===== config.mk =====
export PLATFORM = sky130hd
export DESIGN_NAME = umspi_top
export DESIGN_NICKNAME = d
export VERILOG_FILES = /design/src/pkg/umspi_pkg.sv /design/src/verilog/umspi_fifo.sv /design/src/verilog/umspi_baud.sv /design/src/verilog/umspi_top.sv
export SDC_FILE = /design/constraint.sdc
export NUM_CORES = 1
export LEC_CHECK = 0
export BUFFER_PORTS_ARGS = -buffer_cell sky130_fd_sc_hd__buf_2
export CORE_MARGIN = 2
export CORE_UTILIZATION = 40
export CTS_CLUSTER_DIAMETER = 40
export CTS_CLUSTER_SIZE = 28
export DETAILED_ROUTE_END_ITERATION = 16
export HOLD_SLACK_MARGIN = 0.1
export PLACE_DENSITY_LB_ADDON = 0.1
export SYNTH_ARGS = -nofsm -noshare
export SYNTH_HDL_FRONTEND = slang
export SYNTH_SLANG_ARGS = --single-unit

===== constraint.sdc =====
create_clock -name clk -period 4.25 [get_ports clk]
set_input_delay 0.2125 -clock clk [delete_from_list [all_inputs] [get_ports clk]]
set_output_delay 0.2125 -clock clk [all_outputs]
set_load 0.1 [all_outputs]

===== src/pkg/umspi_pkg.sv =====
/*
 * Shared constants and types for the USART master SPI block.
 * Assumes a single 125 MHz system clock and active-low asynchronous reset.
 */
package umspi_pkg;

	// Operating mode select encoding
	localparam logic [1:0] UMSPI_MODE_SPI = 2'h3;

	// Frame layout
	localparam int UMSPI_DATA_W = 8;
	localparam logic [3:0] UMSPI_HALF_LAST = 4'hF;
	localparam logic [3:0] UMSPI_HALF_FIRST = 4'h0;
	localparam logic [2:0] UMSPI_BIT_FIRST = 3'h0;
	localparam logic [2:0] UMSPI_BIT_ONE = 3'h1;

	// Baud divisor
	localparam int UMSPI_DIV_W = 12;
	localparam logic [11:0] UMSPI_DIV_RESET = 12'h000;
	localparam logic [11:0] UMSPI_DIV_ONE = 12'h001;

	// Transmit queue and receive buffer
	localparam int UMSPI_FIFO_DEPTH = 16;
	localparam logic [1:0] UMSPI_RX_DEPTH = 2'h2;
	localparam logic [1:0] UMSPI_RX_EMPTY = 2'h0;

	// Reset and idle levels
	localparam logic UMSPI_LINE_IDLE = 1'h1;
	localparam logic [7:0] UMSPI_BYTE_RESET = 8'h00;

	typedef enum logic {UMSPI_ST_IDLE, UMSPI_ST_SHIFT} umspi_state_type;

endpackage


===== src/verilog/umspi_fifo.sv =====
/*
 * Transmit queue: synchronous FIFO with registered head data.
 * Assumes one clock; ce freezes all state while low.
 */
module umspi_fifo
#(
	parameter int WIDTH = 8,
	parameter int DEPTH = 16
)
(
	// Clock and reset
	input wire logic clk,
	input wire logic nrst,
	input wire logic ce,
	// Fill side
	input wire logic [WIDTH-1:0] in_data,
	input wire logic in_valid,
	output logic in_ready,
	// Drain side
	output logic [WIDTH-1:0] out_data,
	output logic out_valid,
	input wire logic out_ready
);
	localparam int AW = $clog2(DEPTH);

	logic [WIDTH-1:0] mem_q [DEPTH];
	logic [AW-1:0] wr_q;
	logic [AW-1:0] rd_q;
	logic [AW:0] cnt_q;
	logic [AW-1:0] rd_d;
	logic push;
	logic pop;

	assign in_ready = cnt_q != (AW+1)'(DEPTH);
	assign out_valid = cnt_q != '0;
	assign push = ce && in_valid && in_ready;
	assign pop = ce && out_ready && out_valid;
	assign rd_d = pop ? AW'(rd_q + 1'b1) : rd_q;

	always_ff @(posedge clk)
	begin
		if (push)
			mem_q[wr_q] <= in_data;
	end

	// Head is re-read every cycle; a write to the head slot bypasses the memory
	always_ff @(posedge clk or negedge nrst)
	begin
		if (!nrst)
			out_data <= '0;
		else if (ce)
			out_data <= (push && wr_q == rd_d) ? in_data : mem_q[rd_d];
	end

	always_ff @(posedge clk or negedge nrst)
	begin
		if (!nrst)
		begin
			wr_q <= '0;
			rd_q <= '0;
			cnt_q <= '0;
		end
		else if (ce)
		begin
			if (push)
				wr_q <= AW'(wr_q + 1'b1);
			rd_q <= rd_d;
			cnt_q <= (AW+1)'(cnt_q + push - pop);
		end
	end

endmodule // umspi_fifo


===== src/verilog/umspi_baud.sv =====
/*
 * Half-bit tick generator: one tick every divisor+1 clocks.
 * Assumes run comes from logic on the same clock.
 */
module umspi_baud
	import umspi_pkg::*;
(
	// Clock and reset
	input wire logic clk,
	input wire logic nrst,
	input wire logic ce,
	// Control
	input wire logic run,
	input wire logic [UMSPI_DIV_W-1:0] divisor,
	// Tick
	output logic tick
);
	logic [UMSPI_DIV_W-1:0] cnt_q;

	// Counter parks at zero while stopped, so the first tick comes at once
	assign tick = run && cnt_q == UMSPI_DIV_RESET;

	always_ff @(posedge clk or negedge nrst)
	begin
		if (!nrst)
			cnt_q <= UMSPI_DIV_RESET;
		else if (ce)
		begin
			if (!run)
				cnt_q <= UMSPI_DIV_RESET;
			else if (tick)
				cnt_q <= divisor;
			else
				cnt_q <= cnt_q - UMSPI_DIV_ONE;
		end
	end

endmodule // umspi_baud


===== src/verilog/umspi_top.sv =====
/*
 * USART in master SPI mode: baud generation, four clock modes, 8-bit frames,
 * queued transmit, two-entry receive buffer.
 * Assumes configuration inputs come from logic on clk; only serial_in_pin
 * is asynchronous. Pin muxing is done outside using the enables.
 */
module umspi_top
(
	// Clock and reset
	input wire logic clk,
	input wire logic nrst,
	input wire logic ce,
	// Configuration
	input wire logic [1:0] op_mode_select,
	input wire logic clk_polarity_bit,
	input wire logic clk_phase_bit,
	input wire logic data_order_bit,
	input wire logic tx_enable_bit,
	input wire logic rx_enable_bit,
	input wire logic [umspi_pkg::UMSPI_DIV_W-1:0] baud_divisor,
	input wire logic baud_divisor_wr,
	// Transmit data
	input wire logic [umspi_pkg::UMSPI_DATA_W-1:0] tx_data,
	input wire logic tx_write,
	output logic tx_ready,
	// Receive data
	output logic [umspi_pkg::UMSPI_DATA_W-1:0] rx_data,
	input wire logic rx_read,
	// Status
	output logic rx_complete_flag,
	output logic tx_complete_flag,
	input wire logic tx_complete_clr,
	output logic tx_buffer_empty_flag,
	output logic frame_error_flag,
	output logic overrun_flag,
	output logic parity_error_flag,
	// Pins
	output logic xfer_clk_pin,
	output logic xfer_clk_pin_oe,
	output logic serial_out_pin,
	output logic serial_out_oe,
	input wire logic serial_in_pin,
	output logic serial_in_en
);
	import umspi_pkg::*;

	function automatic logic pick_bit(input logic [7:0] b, input logic [2:0] idx, input logic lsb_first);
		pick_bit = lsb_first ? b[idx] : b[3'h7 - idx];
	endfunction

	function automatic logic [7:0] shift_in(input logic [7:0] b, input logic din, input logic lsb_first);
		shift_in = lsb_first ? {din, b[7:1]} : {b[6:0], din};
	endfunction

	logic in_meta_q;
	logic in_sync_q;
	logic [UMSPI_DIV_W-1:0] baud_q;
	logic tx_en_q;
	umspi_state_type state_q;
	logic [3:0] hcnt_q;
	logic sck_q;
	logic [7:0] tx_sh_q;
	logic [7:0] rx_sh_q;
	logic mosi_q;
	logic [7:0] rx_q [2];
	logic [1:0] rx_cnt_q;
	logic tx_cmp_q;

	logic spi_active;
	logic tick;
	logic f_valid;
	logic [7:0] f_data;
	logic start_ok;
	logic shifting;
	logic last;
	logic load;
	logic sample_edge;
	logic [2:0] setup_idx;
	logic [7:0] frame_rx;
	logic rx_store;
	logic rx_push;
	logic rx_pop;
	logic [1:0] rx_slot;

	assign spi_active = op_mode_select == UMSPI_MODE_SPI;

	// Serial input crosses from the pin domain
	always_ff @(posedge clk or negedge nrst)
	begin
		if (!nrst)
		begin
			in_meta_q <= UMSPI_LINE_IDLE;
			in_sync_q <= UMSPI_LINE_IDLE;
		end
		else if (ce)
		begin
			in_meta_q <= serial_in_pin;
			in_sync_q <= in_meta_q;
		end
	end

	always_ff @(posedge clk or negedge nrst)
	begin
		if (!nrst)
			baud_q <= UMSPI_DIV_RESET;
		else if (ce && baud_divisor_wr)
			baud_q <= baud_divisor;
	end

	// Disabling only lands once the shifter and queue are drained
	always_ff @(posedge clk or negedge nrst)
	begin
		if (!nrst)
			tx_en_q <= 1'b0;
		else if (ce)
		begin
			if (tx_enable_bit)
				tx_en_q <= 1'b1;
			else if (state_q == UMSPI_ST_IDLE && !f_valid)
				tx_en_q <= 1'b0;
		end
	end

	umspi_baud u_baud
	(
		.clk(clk),
		.nrst(nrst),
		.ce(ce),
		.run(spi_active && tx_en_q),
		.divisor(baud_q),
		.tick(tick)
	);

	umspi_fifo #(.WIDTH(UMSPI_DATA_W), .DEPTH(UMSPI_FIFO_DEPTH)) u_txq
	(
		.clk(clk),
		.nrst(nrst),
		.ce(ce),
		.in_data(tx_data),
		.in_valid(tx_write),
		.in_ready(tx_ready),
		.out_data(f_data),
		.out_valid(f_valid),
		.out_ready(load)
	);

	assign shifting = state_q == UMSPI_ST_SHIFT;
	assign last = shifting && hcnt_q == UMSPI_HALF_LAST;
	assign start_ok = spi_active && tx_en_q && f_valid;
	// Next byte is taken on the closing edge, so frames abut
	assign load = tick && start_ok && (!shifting || last);
	// Even half-steps are leading edges; phase moves sampling to trailing
	assign sample_edge = hcnt_q[0] == clk_phase_bit;
	assign setup_idx = clk_phase_bit ? hcnt_q[3:1] : 3'(hcnt_q[3:1] + UMSPI_BIT_ONE);
	assign frame_rx = sample_edge ? shift_in(rx_sh_q, in_sync_q, data_order_bit) : rx_sh_q;

	always_ff @(posedge clk or negedge nrst)
	begin
		if (!nrst)
			state_q <= UMSPI_ST_IDLE;
		else if (ce)
		begin
			case (state_q)
				UMSPI_ST_IDLE:
					if (load)
						state_q <= UMSPI_ST_SHIFT;
				UMSPI_ST_SHIFT:
					if (!spi_active || (tick && last && !load))
						state_q <= UMSPI_ST_IDLE;
				default:
					state_q <= UMSPI_ST_IDLE;
			endcase
		end
	end

	// Sixteen half-steps per frame; the clock toggles on each one
	always_ff @(posedge clk or negedge nrst)
	begin
		if (!nrst)
		begin
			hcnt_q <= UMSPI_HALF_FIRST;
			sck_q <= 1'b0;
		end
		else if (ce)
		begin
			if (load || !spi_active)
			begin
				hcnt_q <= UMSPI_HALF_FIRST;
				sck_q <= 1'b0;
			end
			else if (tick && shifting)
			begin
				hcnt_q <= 4'(hcnt_q + 1'b1);
				sck_q <= ~sck_q;
			end
		end
	end

	always_ff @(posedge clk or negedge nrst)
	begin
		if (!nrst)
			tx_sh_q <= UMSPI_BYTE_RESET;
		else if (ce && load)
			tx_sh_q <= f_data;
	end

	always_ff @(posedge clk or negedge nrst)
	begin
		if (!nrst)
			mosi_q <= UMSPI_LINE_IDLE;
		else if (ce)
		begin
			if (load)
			begin
				// Phase 0 must present the first bit before the first edge
				if (!clk_phase_bit)
					mosi_q <= pick_bit(f_data, UMSPI_BIT_FIRST, data_order_bit);
			end
			else if (!spi_active || (tick && last))
				mosi_q <= UMSPI_LINE_IDLE;
			else if (tick && shifting && !sample_edge)
				mosi_q <= pick_bit(tx_sh_q, setup_idx, data_order_bit);
		end
	end

	always_ff @(posedge clk or negedge nrst)
	begin
		if (!nrst)
			rx_sh_q <= UMSPI_BYTE_RESET;
		else if (ce && tick && shifting && sample_edge)
			rx_sh_q <= shift_in(rx_sh_q, in_sync_q, data_order_bit);
	end

	// Receive buffer: a full buffer refuses the new byte, older data stay
	assign rx_store = tick && last && rx_enable_bit;
	assign rx_pop = rx_read && rx_cnt_q != UMSPI_RX_EMPTY;
	assign rx_push = rx_store && rx_cnt_q != UMSPI_RX_DEPTH;
	assign rx_slot = 2'(rx_cnt_q - rx_pop);

	always_ff @(posedge clk or negedge nrst)
	begin
		if (!nrst)
		begin
			rx_q[0] <= UMSPI_BYTE_RESET;
			rx_q[1] <= UMSPI_BYTE_RESET;
			rx_cnt_q <= UMSPI_RX_EMPTY;
		end
		else if (ce)
		begin
			if (!rx_enable_bit)
				rx_cnt_q <= UMSPI_RX_EMPTY;
			else
			begin
				if (rx_pop)
					rx_q[0] <= rx_q[1];
				if (rx_push)
					rx_q[rx_slot[0]] <= frame_rx;
				rx_cnt_q <= 2'(rx_cnt_q + rx_push - rx_pop);
			end
		end
	end

	// A completion in the clearing cycle is kept
	always_ff @(posedge clk or negedge nrst)
	begin
		if (!nrst)
			tx_cmp_q <= 1'b0;
		else if (ce)
		begin
			if (tick && last && !start_ok)
				tx_cmp_q <= 1'b1;
			else if (tx_complete_clr)
				tx_cmp_q <= 1'b0;
		end
	end

	assign rx_data = rx_q[0];
	assign rx_complete_flag = rx_cnt_q != UMSPI_RX_EMPTY;
	assign tx_complete_flag = tx_cmp_q;
	assign tx_buffer_empty_flag = !f_valid;
	assign frame_error_flag = 1'b0;
	assign overrun_flag = 1'b0;
	assign parity_error_flag = 1'b0;

	assign xfer_clk_pin = clk_polarity_bit ^ sck_q;
	assign xfer_clk_pin_oe = spi_active && tx_en_q;
	assign serial_out_pin = mosi_q;
	assign serial_out_oe = spi_active && tx_en_q;
	assign serial_in_en = spi_active && rx_enable_bit;
endmodule // umspi_top


==> results of run 1 <==
## sequential cells by signal, indices dropped and copies added, names as in the netlist, 2 cells and up, named ones only
register	cells
u_txq.mem_q	128
rx_sh_q	8
tx_sh_q	8
rx_data	8
u_txq.out_data	8
u_txq.rd_q	4
rx_cnt_q	2
u_txq.cnt_q	5
hcnt_q	4
u_txq.wr_q	4
u_baud.cnt_q	12
baud_q	12
## final timing paths
check	slack, ns	to	depth (start not counted)	start
min in group asynchronous	0.31	baud_q[2]	2	nrst
max reg2reg	0.48	u_txq.out_data[1]	8	u_txq.rd_q[1]
max	0.48	u_txq.out_data[1]	8	u_txq.rd_q[1]
max in group asynchronous	3.03	hcnt_q[0]	3	nrst
min reg2reg	0.49	tx_sh_q[4]	2	u_txq.out_data[4]
min	0.12	u_txq.mem_q[11][4]	1	tx_data[4]
## critical path, stage by stage, from the launching register on
cell,delay (ns)
dfrtp_1,0.60
ha_1,0.83
nor3b_1,0.23
and4b_1,0.37
nand3_1,0.48
and2_1,0.54
o221ai_1,0.29
mux2_2,0.21
o211ai_1,0.07
## metal layers
layer / up-vias / part of all wire
met2: 160 / 0.48
met5: - / 0
met1: 3526 / 0.46
met3: 38 / 0.039
met4: 0 / 0.020
li1: 3482 / -
## metrics by stage
| step | setup slack [ns] | util |
|---|---|---|
| 3_5_place_dp | 0.501 | 0.424 |
| 5_1_grt | 0.169 | 0.485 |
| 2_1_floorplan | 0.162 | - |
| 4_1_cts | 0.504 | 0.485 |
| 6_report | 0.485 | 0.485 |
| 3_3_place_gp | 0.507 | 0.424 |
## power groups by stage
| stage | clock network [uW] | registers, uW | logic (uW) |
|---|---|---|---|
| 6_report | 3320 | 2850 | 2880 |
| 5_1_grt | 3490 | 2890 | 3190 |
| 4_1_cts | 3380 | 2850 | 2910 |
| 3_5_place_dp | 0 | 2890 | 2880 |
| 3_3_place_gp | 0 | 2880 | 2880 |
| 2_1_floorplan | 0 | 2760 | 2270 |
## repair_timing
action	4_1_cts	5_1_grt
setup endpoints to repair	0	0
hold endpoints to repair	103	0
hold buffers	20	0
resized for setup	0	0
## synthesized netlist by cell type, types with 13 or more instances
| master | count |
|---|---|
| mux2_2 | 30 |
| o221ai_1 | 18 |
| a22oi_1 | 20 |
| ha_1 | 17 |
| buf_4 | 16 |
| xnor2_1 | 13 |
| edfxtp_1 | 128 |
| nor4_1 | 16 |
| clkbuf_1 | 27 |
| o21ai_0 | 42 |
| nor2_1 | 52 |
| nand3_1 | 14 |
| a21oi_1 | 54 |
| inv_1 | 22 |
| dfrtp_1 | 87 |
| nand2_1 | 86 |
| mux2i_1 | 70 |
| o211ai_1 | 15 |
| a22o_1 | 15 |
| mux4_2 | 13 |
## cell type report
class                   count  area share
clock buffers              44      0.0794
clock inverters            29      0.0306
inverters                  24     0.00698
multi-input cells         578       0.330
flip-flops and latches    218       0.473
well taps                 341      0.0330
repair buffers             91      0.0471
## cells by family after synthesis
logic type               count (synthesis)
AO/OA/AOI/OAI                          208
XOR/XNOR                                18
adder cells (fa/ha/maj)                 18
buffers and inverters                   86
flip-flops                             218
multiplexers                           113
other                                    1
AND/OR/NAND/NOR                        218
## placed cells by master, fill, tap and decap left out, drive strengths merged, types with 4 or more instances in the layout
master | synthesis | final
edfxtp | 128 | 128
dfrtp | 87 | 87
nand2 | 86 | 86
buf | 35 | 71
mux2i | 70 | 70
a21oi | 56 | 56
nor2 | 52 | 52
clkbuf | 27 | 44
o21ai | 42 | 42
mux2 | 30 | 30
inv | 23 | 28
a22oi | 20 | 20
dlygate4sd3 | 0 | 20
nor4 | 19 | 19
o221ai | 18 | 18
ha | 17 | 17
nand3 | 16 | 16
a22o | 15 | 15
o211ai | 15 | 15
xnor2 | 13 | 13
mux4 | 13 | 13
clkinv | 1 | 12
o22ai | 11 | 11
nor3 | 11 | 11
clkinvlp | 0 | 7
nand2b | 7 | 7
bufinv | 0 | 6
o2bb2ai | 5 | 5
or3 | 4 | 4
nand4 | 4 | 4
==> flow_metrics.env, run 1 <==
export IMPL_hold_path_class="in -> reg"
export IMPL_drv_slew=0
export IMPL_nets=1006
export IMPL_grt_pass1_vias=7219
export IMPL_synth_largest_area_cell="edfxtp_1"
export IMPL_critPathLaunchType="flop"
export IMPL_synthMuxAreaShare=0.124
export IMPL_ys_types=74
export IMPL_dr_first_iter_drc_count=511
export IMPL_cts_htree_levels=2
export IMPL_synthTopCellsByArea="edfxtp_1 36%, dfrtp_1 20%, mux2i_1 6.5%"
export IMPL_setup_viol=0
export IMPL_power_frac_comb=0.318
export IMPL_cts_inserted_buffers=40
export IMPL_drt_wirelength_per_cell_um=19.7
export IMPL_p_sw_frac=0.346
export IMPL_clock_path_buffers=3
export IMPL_synth_edf_count=128
export IMPL_clock_fmax_ghz=0.266
export IMPL_antennaDiodeCount=0
export IMPL_setup_tns_ns=0
export IMPL_irDropWorstVdd_mv=0.312
export IMPL_end_kind="flop"
export IMPL_regArea_um2=6100
export IMPL_cp_arrival_ns=4.18
export IMPL_power_leakage_uw=0.00520
export IMPL_vias=7206
export IMPL_synth_top_family_by_area="compound AO/OA/AOI/OAI gates"
export IMPL_hold_viol=0
export IMPL_clkSinkCount=218
export IMPL_placed_cells=1232
export IMPL_yosys_area_share_simple=0.102
export IMPL_track_usage=0.190
export IMPL_die_h_um=168
export IMPL_post_cts_repair_setup_buffers=0
export IMPL_ys_async_sr_fraction=0.413
export IMPL_holdWs_ns=0.118
export IMPL_gr_max_usage_layer="met2"
export IMPL_worst_pin_slew_ns=1.15
export IMPL_pwr_share_clk=0.367
export IMPL_netlist_area_leader_share=0.357
export IMPL_finalNonFillerCells=1325
export IMPL_root_buffer="clkbuf_16"
export IMPL_fillers=2371
export IMPL_final_cell_area_um2=12900
export IMPL_grt_pass1_wl_um=42000
export IMPL_synth_seq_cells=218
export IMPL_cp_max_fo=13
export IMPL_min_period_ns=3.77
export IMPL_path_clk_slew_ns=0.06
export IMPL_routed_wl_um=26100
export IMPL_power_density_nw_per_um2=701
export IMPL_place_hpwl_um=17100
export IMPL_crit_required_ns=4.66
export IMPL_met3_usage=0.0299
export IMPL_path_class="reg -> reg"
export IMPL_internal_power_uw=5910
export IMPL_use_met2=0.311
export IMPL_synth_adder_area_share=0.0216
export IMPL_avgSynthCellArea_um2=12.2
export IMPL_maxCapViolations=0
export IMPL_rsz0062_at_grt="no"
export IMPL_area_delta_synth_final_pct=20.0
export IMPL_synth_area_um2=10800
export IMPL_synth_xor_area_frac=0.0174
export IMPL_die_w_um=168
export IMPL_status="completed"
export IMPL_yosysSeqAreaShare=0.567
export IMPL_placed_cell_area_um2=11300
export IMPL_antenna_found_initial=0
export IMPL_port_buffers=51
export IMPL_synth_compound_area_frac=0.130
export IMPL_core_area_um2=26700
export IMPL_synth_cells=880
export IMPL_relSlewSlack=0.233
export IMPL_antenna_left=0
export IMPL_grt_start_max_net_pins=63
export IMPL_io_pins=55
export IMPL_grt_remaining_overflow=0
export IMPL_multi_input_area_um2=4260
export IMPL_finClkSkew_ns=0.0248
export IMPL_seqPwrFrac=0.315
export IMPL_place_congestion=0.806
export IMPL_rows=60
export IMPL_die_area_um2=28200
export IMPL_power_switching_uw=3130
export IMPL_drc_errors=0
export IMPL_dr_pass1_iters=4
export IMPL_synth_main_ff_cell="edfxtp_1"
export IMPL_initial_utilization=0.404
export IMPL_drive_gt1_frac=0.211
export IMPL_insertion_delay_ns=0.54
export IMPL_cts_tree="built"
export IMPL_yosys_warnings=0
export IMPL_grtUsageMet1=0.262
export IMPL_via_per_inst=5.44
export IMPL_power_total_uw=9050
export IMPL_period_share=0.886
Power figures use the tool's default switching activity.
==> inputs of run 2 (changes only) <==
==> constraint.sdc (replaced) <==
create_clock -name clk -period 4.25 [get_ports clk]
set_input_delay 0.2125 -clock clk [delete_from_list [all_inputs] [get_ports clk]]
set_output_delay 0.2125 -clock clk [all_outputs]
set_load 0.02 [all_outputs]
==> run 2 against run 1 <==
Effect of this change: combinational power fell by 3%; die area is the same; clock power down 7.2%; fmax up 1.1%; utilization is 0.48 points lower; sequential share of layout area grew 0.47 points; clock skew barely moved.
==> flow_metrics.env, run 2 (synthesis results as in run 1) <==
export IMPL_status="completed"
export IMPL_setup_viol=0
export IMPL_grt_remaining_overflow=0
export IMPL_drc_errors=0
export IMPL_hold_viol=0
export IMPL_power_total_uw=8720
export IMPL_initial_utilization=0.404
export IMPL_core_area_um2=26700
export IMPL_vias=7233
export IMPL_placed_cell_area_um2=11300
export IMPL_top_register="u_txq.mem_q"
export IMPL_via_per_inst=5.48
export IMPL_reg_largest_list="u_txq.mem_q (128), baud_q (12), u_baud.cnt_q (12)"
export IMPL_period_share=0.876
export IMPL_gr_max_usage_layer="met2"
export IMPL_final_common_cell="edfxtp_1"
export IMPL_use_met2=0.302
export IMPL_antenna_found_initial=0
export IMPL_cts_htree_levels=2
export IMPL_cp_arrival_ns=4.09
export IMPL_hold_path_class="in -> reg"
export IMPL_antenna_left=0
export IMPL_post_cts_repair_setup_buffers=0
export IMPL_cp_max_fo=13
export IMPL_grt_start_max_net_pins=59
export IMPL_setup_tns_ns=0
export IMPL_clkSinkCount=218
export IMPL_path_clk_slew_ns=0.05
export IMPL_final_cell_area_um2=12800
export IMPL_relSlewSlack=0.275
export IMPL_place_congestion=0.790
export IMPL_irDropWorstVdd_mv=0.431
export IMPL_dr_first_iter_drc_count=436
export IMPL_place_hpwl_um=16900
export IMPL_nets=1003
export IMPL_fin_ws_ns=0.525
export IMPL_antennaDiodeCount=0
export IMPL_die_h_um=168
export IMPL_insertion_delay_ns=0.52
export IMPL_rows=60
export IMPL_met3_usage=0.0324
export IMPL_cts_resized_gates=0
export IMPL_grt_pass1_vias=7326
export IMPL_port_buffers=51
export IMPL_die_area_um2=28200
export IMPL_rsz0062_at_grt="no"
export IMPL_setup_worst_path_start="u_txq.rd_q[1]"
export IMPL_grt_pass1_wl_um=40800
export IMPL_dr_pass1_iters=4
export IMPL_power_leakage_uw=0.00516
export IMPL_critPathLaunchType="flop"
export IMPL_drv_slew=0
export IMPL_end_kind="flop"
export IMPL_grtUsageMet1=0.248
export IMPL_finClkSkew_ns=0.0252
export IMPL_clock_fmax_ghz=0.268
export IMPL_final_cell_mix="128 x edfxtp_1, 86 x nand2_1, 86 x dfrtp_1"
export IMPL_worst_pin_slew_ns=1.08
export IMPL_pre_cts_slack_ns=0.535
export IMPL_cts_inserted_buffers=39
export IMPL_min_from="tx_data[6]"
export IMPL_clock_path_buffers=3
export IMPL_routed_wl_um=25700
export IMPL_largest_reg_flops=128
export IMPL_maxCapViolations=0
export IMPL_crit_required_ns=4.61
export IMPL_r2r_start="u_txq.rd_q[1]"
export IMPL_power_density_nw_per_um2=682
export IMPL_io_pins=55
export IMPL_cts_tree="built"
export IMPL_root_buffer="clkbuf_16"
export IMPL_path_class="reg -> reg"
export IMPL_die_w_um=168
export IMPL_fillers=2396
export IMPL_area_delta_synth_final_pct=18.8
export IMPL_min_period_ns=3.73
export IMPL_track_usage=0.184
export IMPL_drt_wirelength_per_cell_um=19.4
export IMPL_drive_gt1_frac=0.207
run 2: changes by cell type in the layout (fill, tap and decap cells not counted), sizes merged:
| cell | change |
|---|---|
| clkinvlp | -5 |
| bufinv | -2 |
| inv | -2 |
| dlygate4sd3 | -3 |
| buf | +1 |
| clkinv | +1 |
| clkbuf | +5 |
run 2: timing repair:
action                     4_1_cts  5_1_grt
hold endpoints to repair        73        0
setup endpoints to repair        0        0
hold buffers                    17        0
run 2: power by group:
| part | leakage (uW) | switching, uW | internal [uW] | total, uW |
|---|---|---|---|---|
| logic | 0.00220 | 1590 | 1210 | 2800 |
| clock network | 0.000648 | 1030 | 2050 | 3080 |
| registers | 0.00231 | 298 | 2540 | 2840 |
run 2: cell type report:
type                            instances  area (um^2)  share of cell area
Clock buffer                           49         1090              0.0849
Clock inverter                         21          231              0.0181
Inverter                               24         90.1             0.00705
Multi-Input combinational cell        578         4260               0.333
Sequential cell                       218         6100               0.477
Tap cell                              341          427              0.0334
Timing Repair Buffer                   89          586              0.0458
run 2: final timing paths:
kind / to / slack [ns] / depth (start not counted)
min reg2reg: tx_sh_q[5] / 0.47 / 2
max reg2reg: u_txq.out_data[7] / 0.52 / 8
min in group asynchronous: baud_q[10] / 0.33 / 2
min: u_txq.mem_q[13][6] / 0.13 / 1
max: u_txq.out_data[7] / 0.52 / 8
max in group asynchronous: in_meta_q / 2.94 / 3
run 2: routing by layer:
metal | vias to the layer above | part of all wire
met2 | 143 | 0.47
met5 | - | 0
met1 | 3557 | 0.47
li1 | 3483 | -
met3 | 50 | 0.038
met4 | 0 | 0.030
run 2: per-stage QoR:
step / hold slack (ns) / std cells / util
floorplan: -0.0831 / 882 / -
CTS: 0.110 / 1320 / 0.480
global placement: 0.348 / 1233 / 0.424
global route: 0.132 / 1320 / 0.480
finish: 0.129 / 1320 / 0.480
detailed placement: 0.348 / 1233 / 0.424
run 2: worst max-delay path, stage by stage (launching register included):
cell	delay (ns)
dfrtp_1	0.60
ha_1	0.79
nor3b_1	0.23
and4b_1	0.35
nand3_1	0.51
and2_1	0.52
o221ai_1	0.30
mux2_2	0.21
o211ai_1	0.07
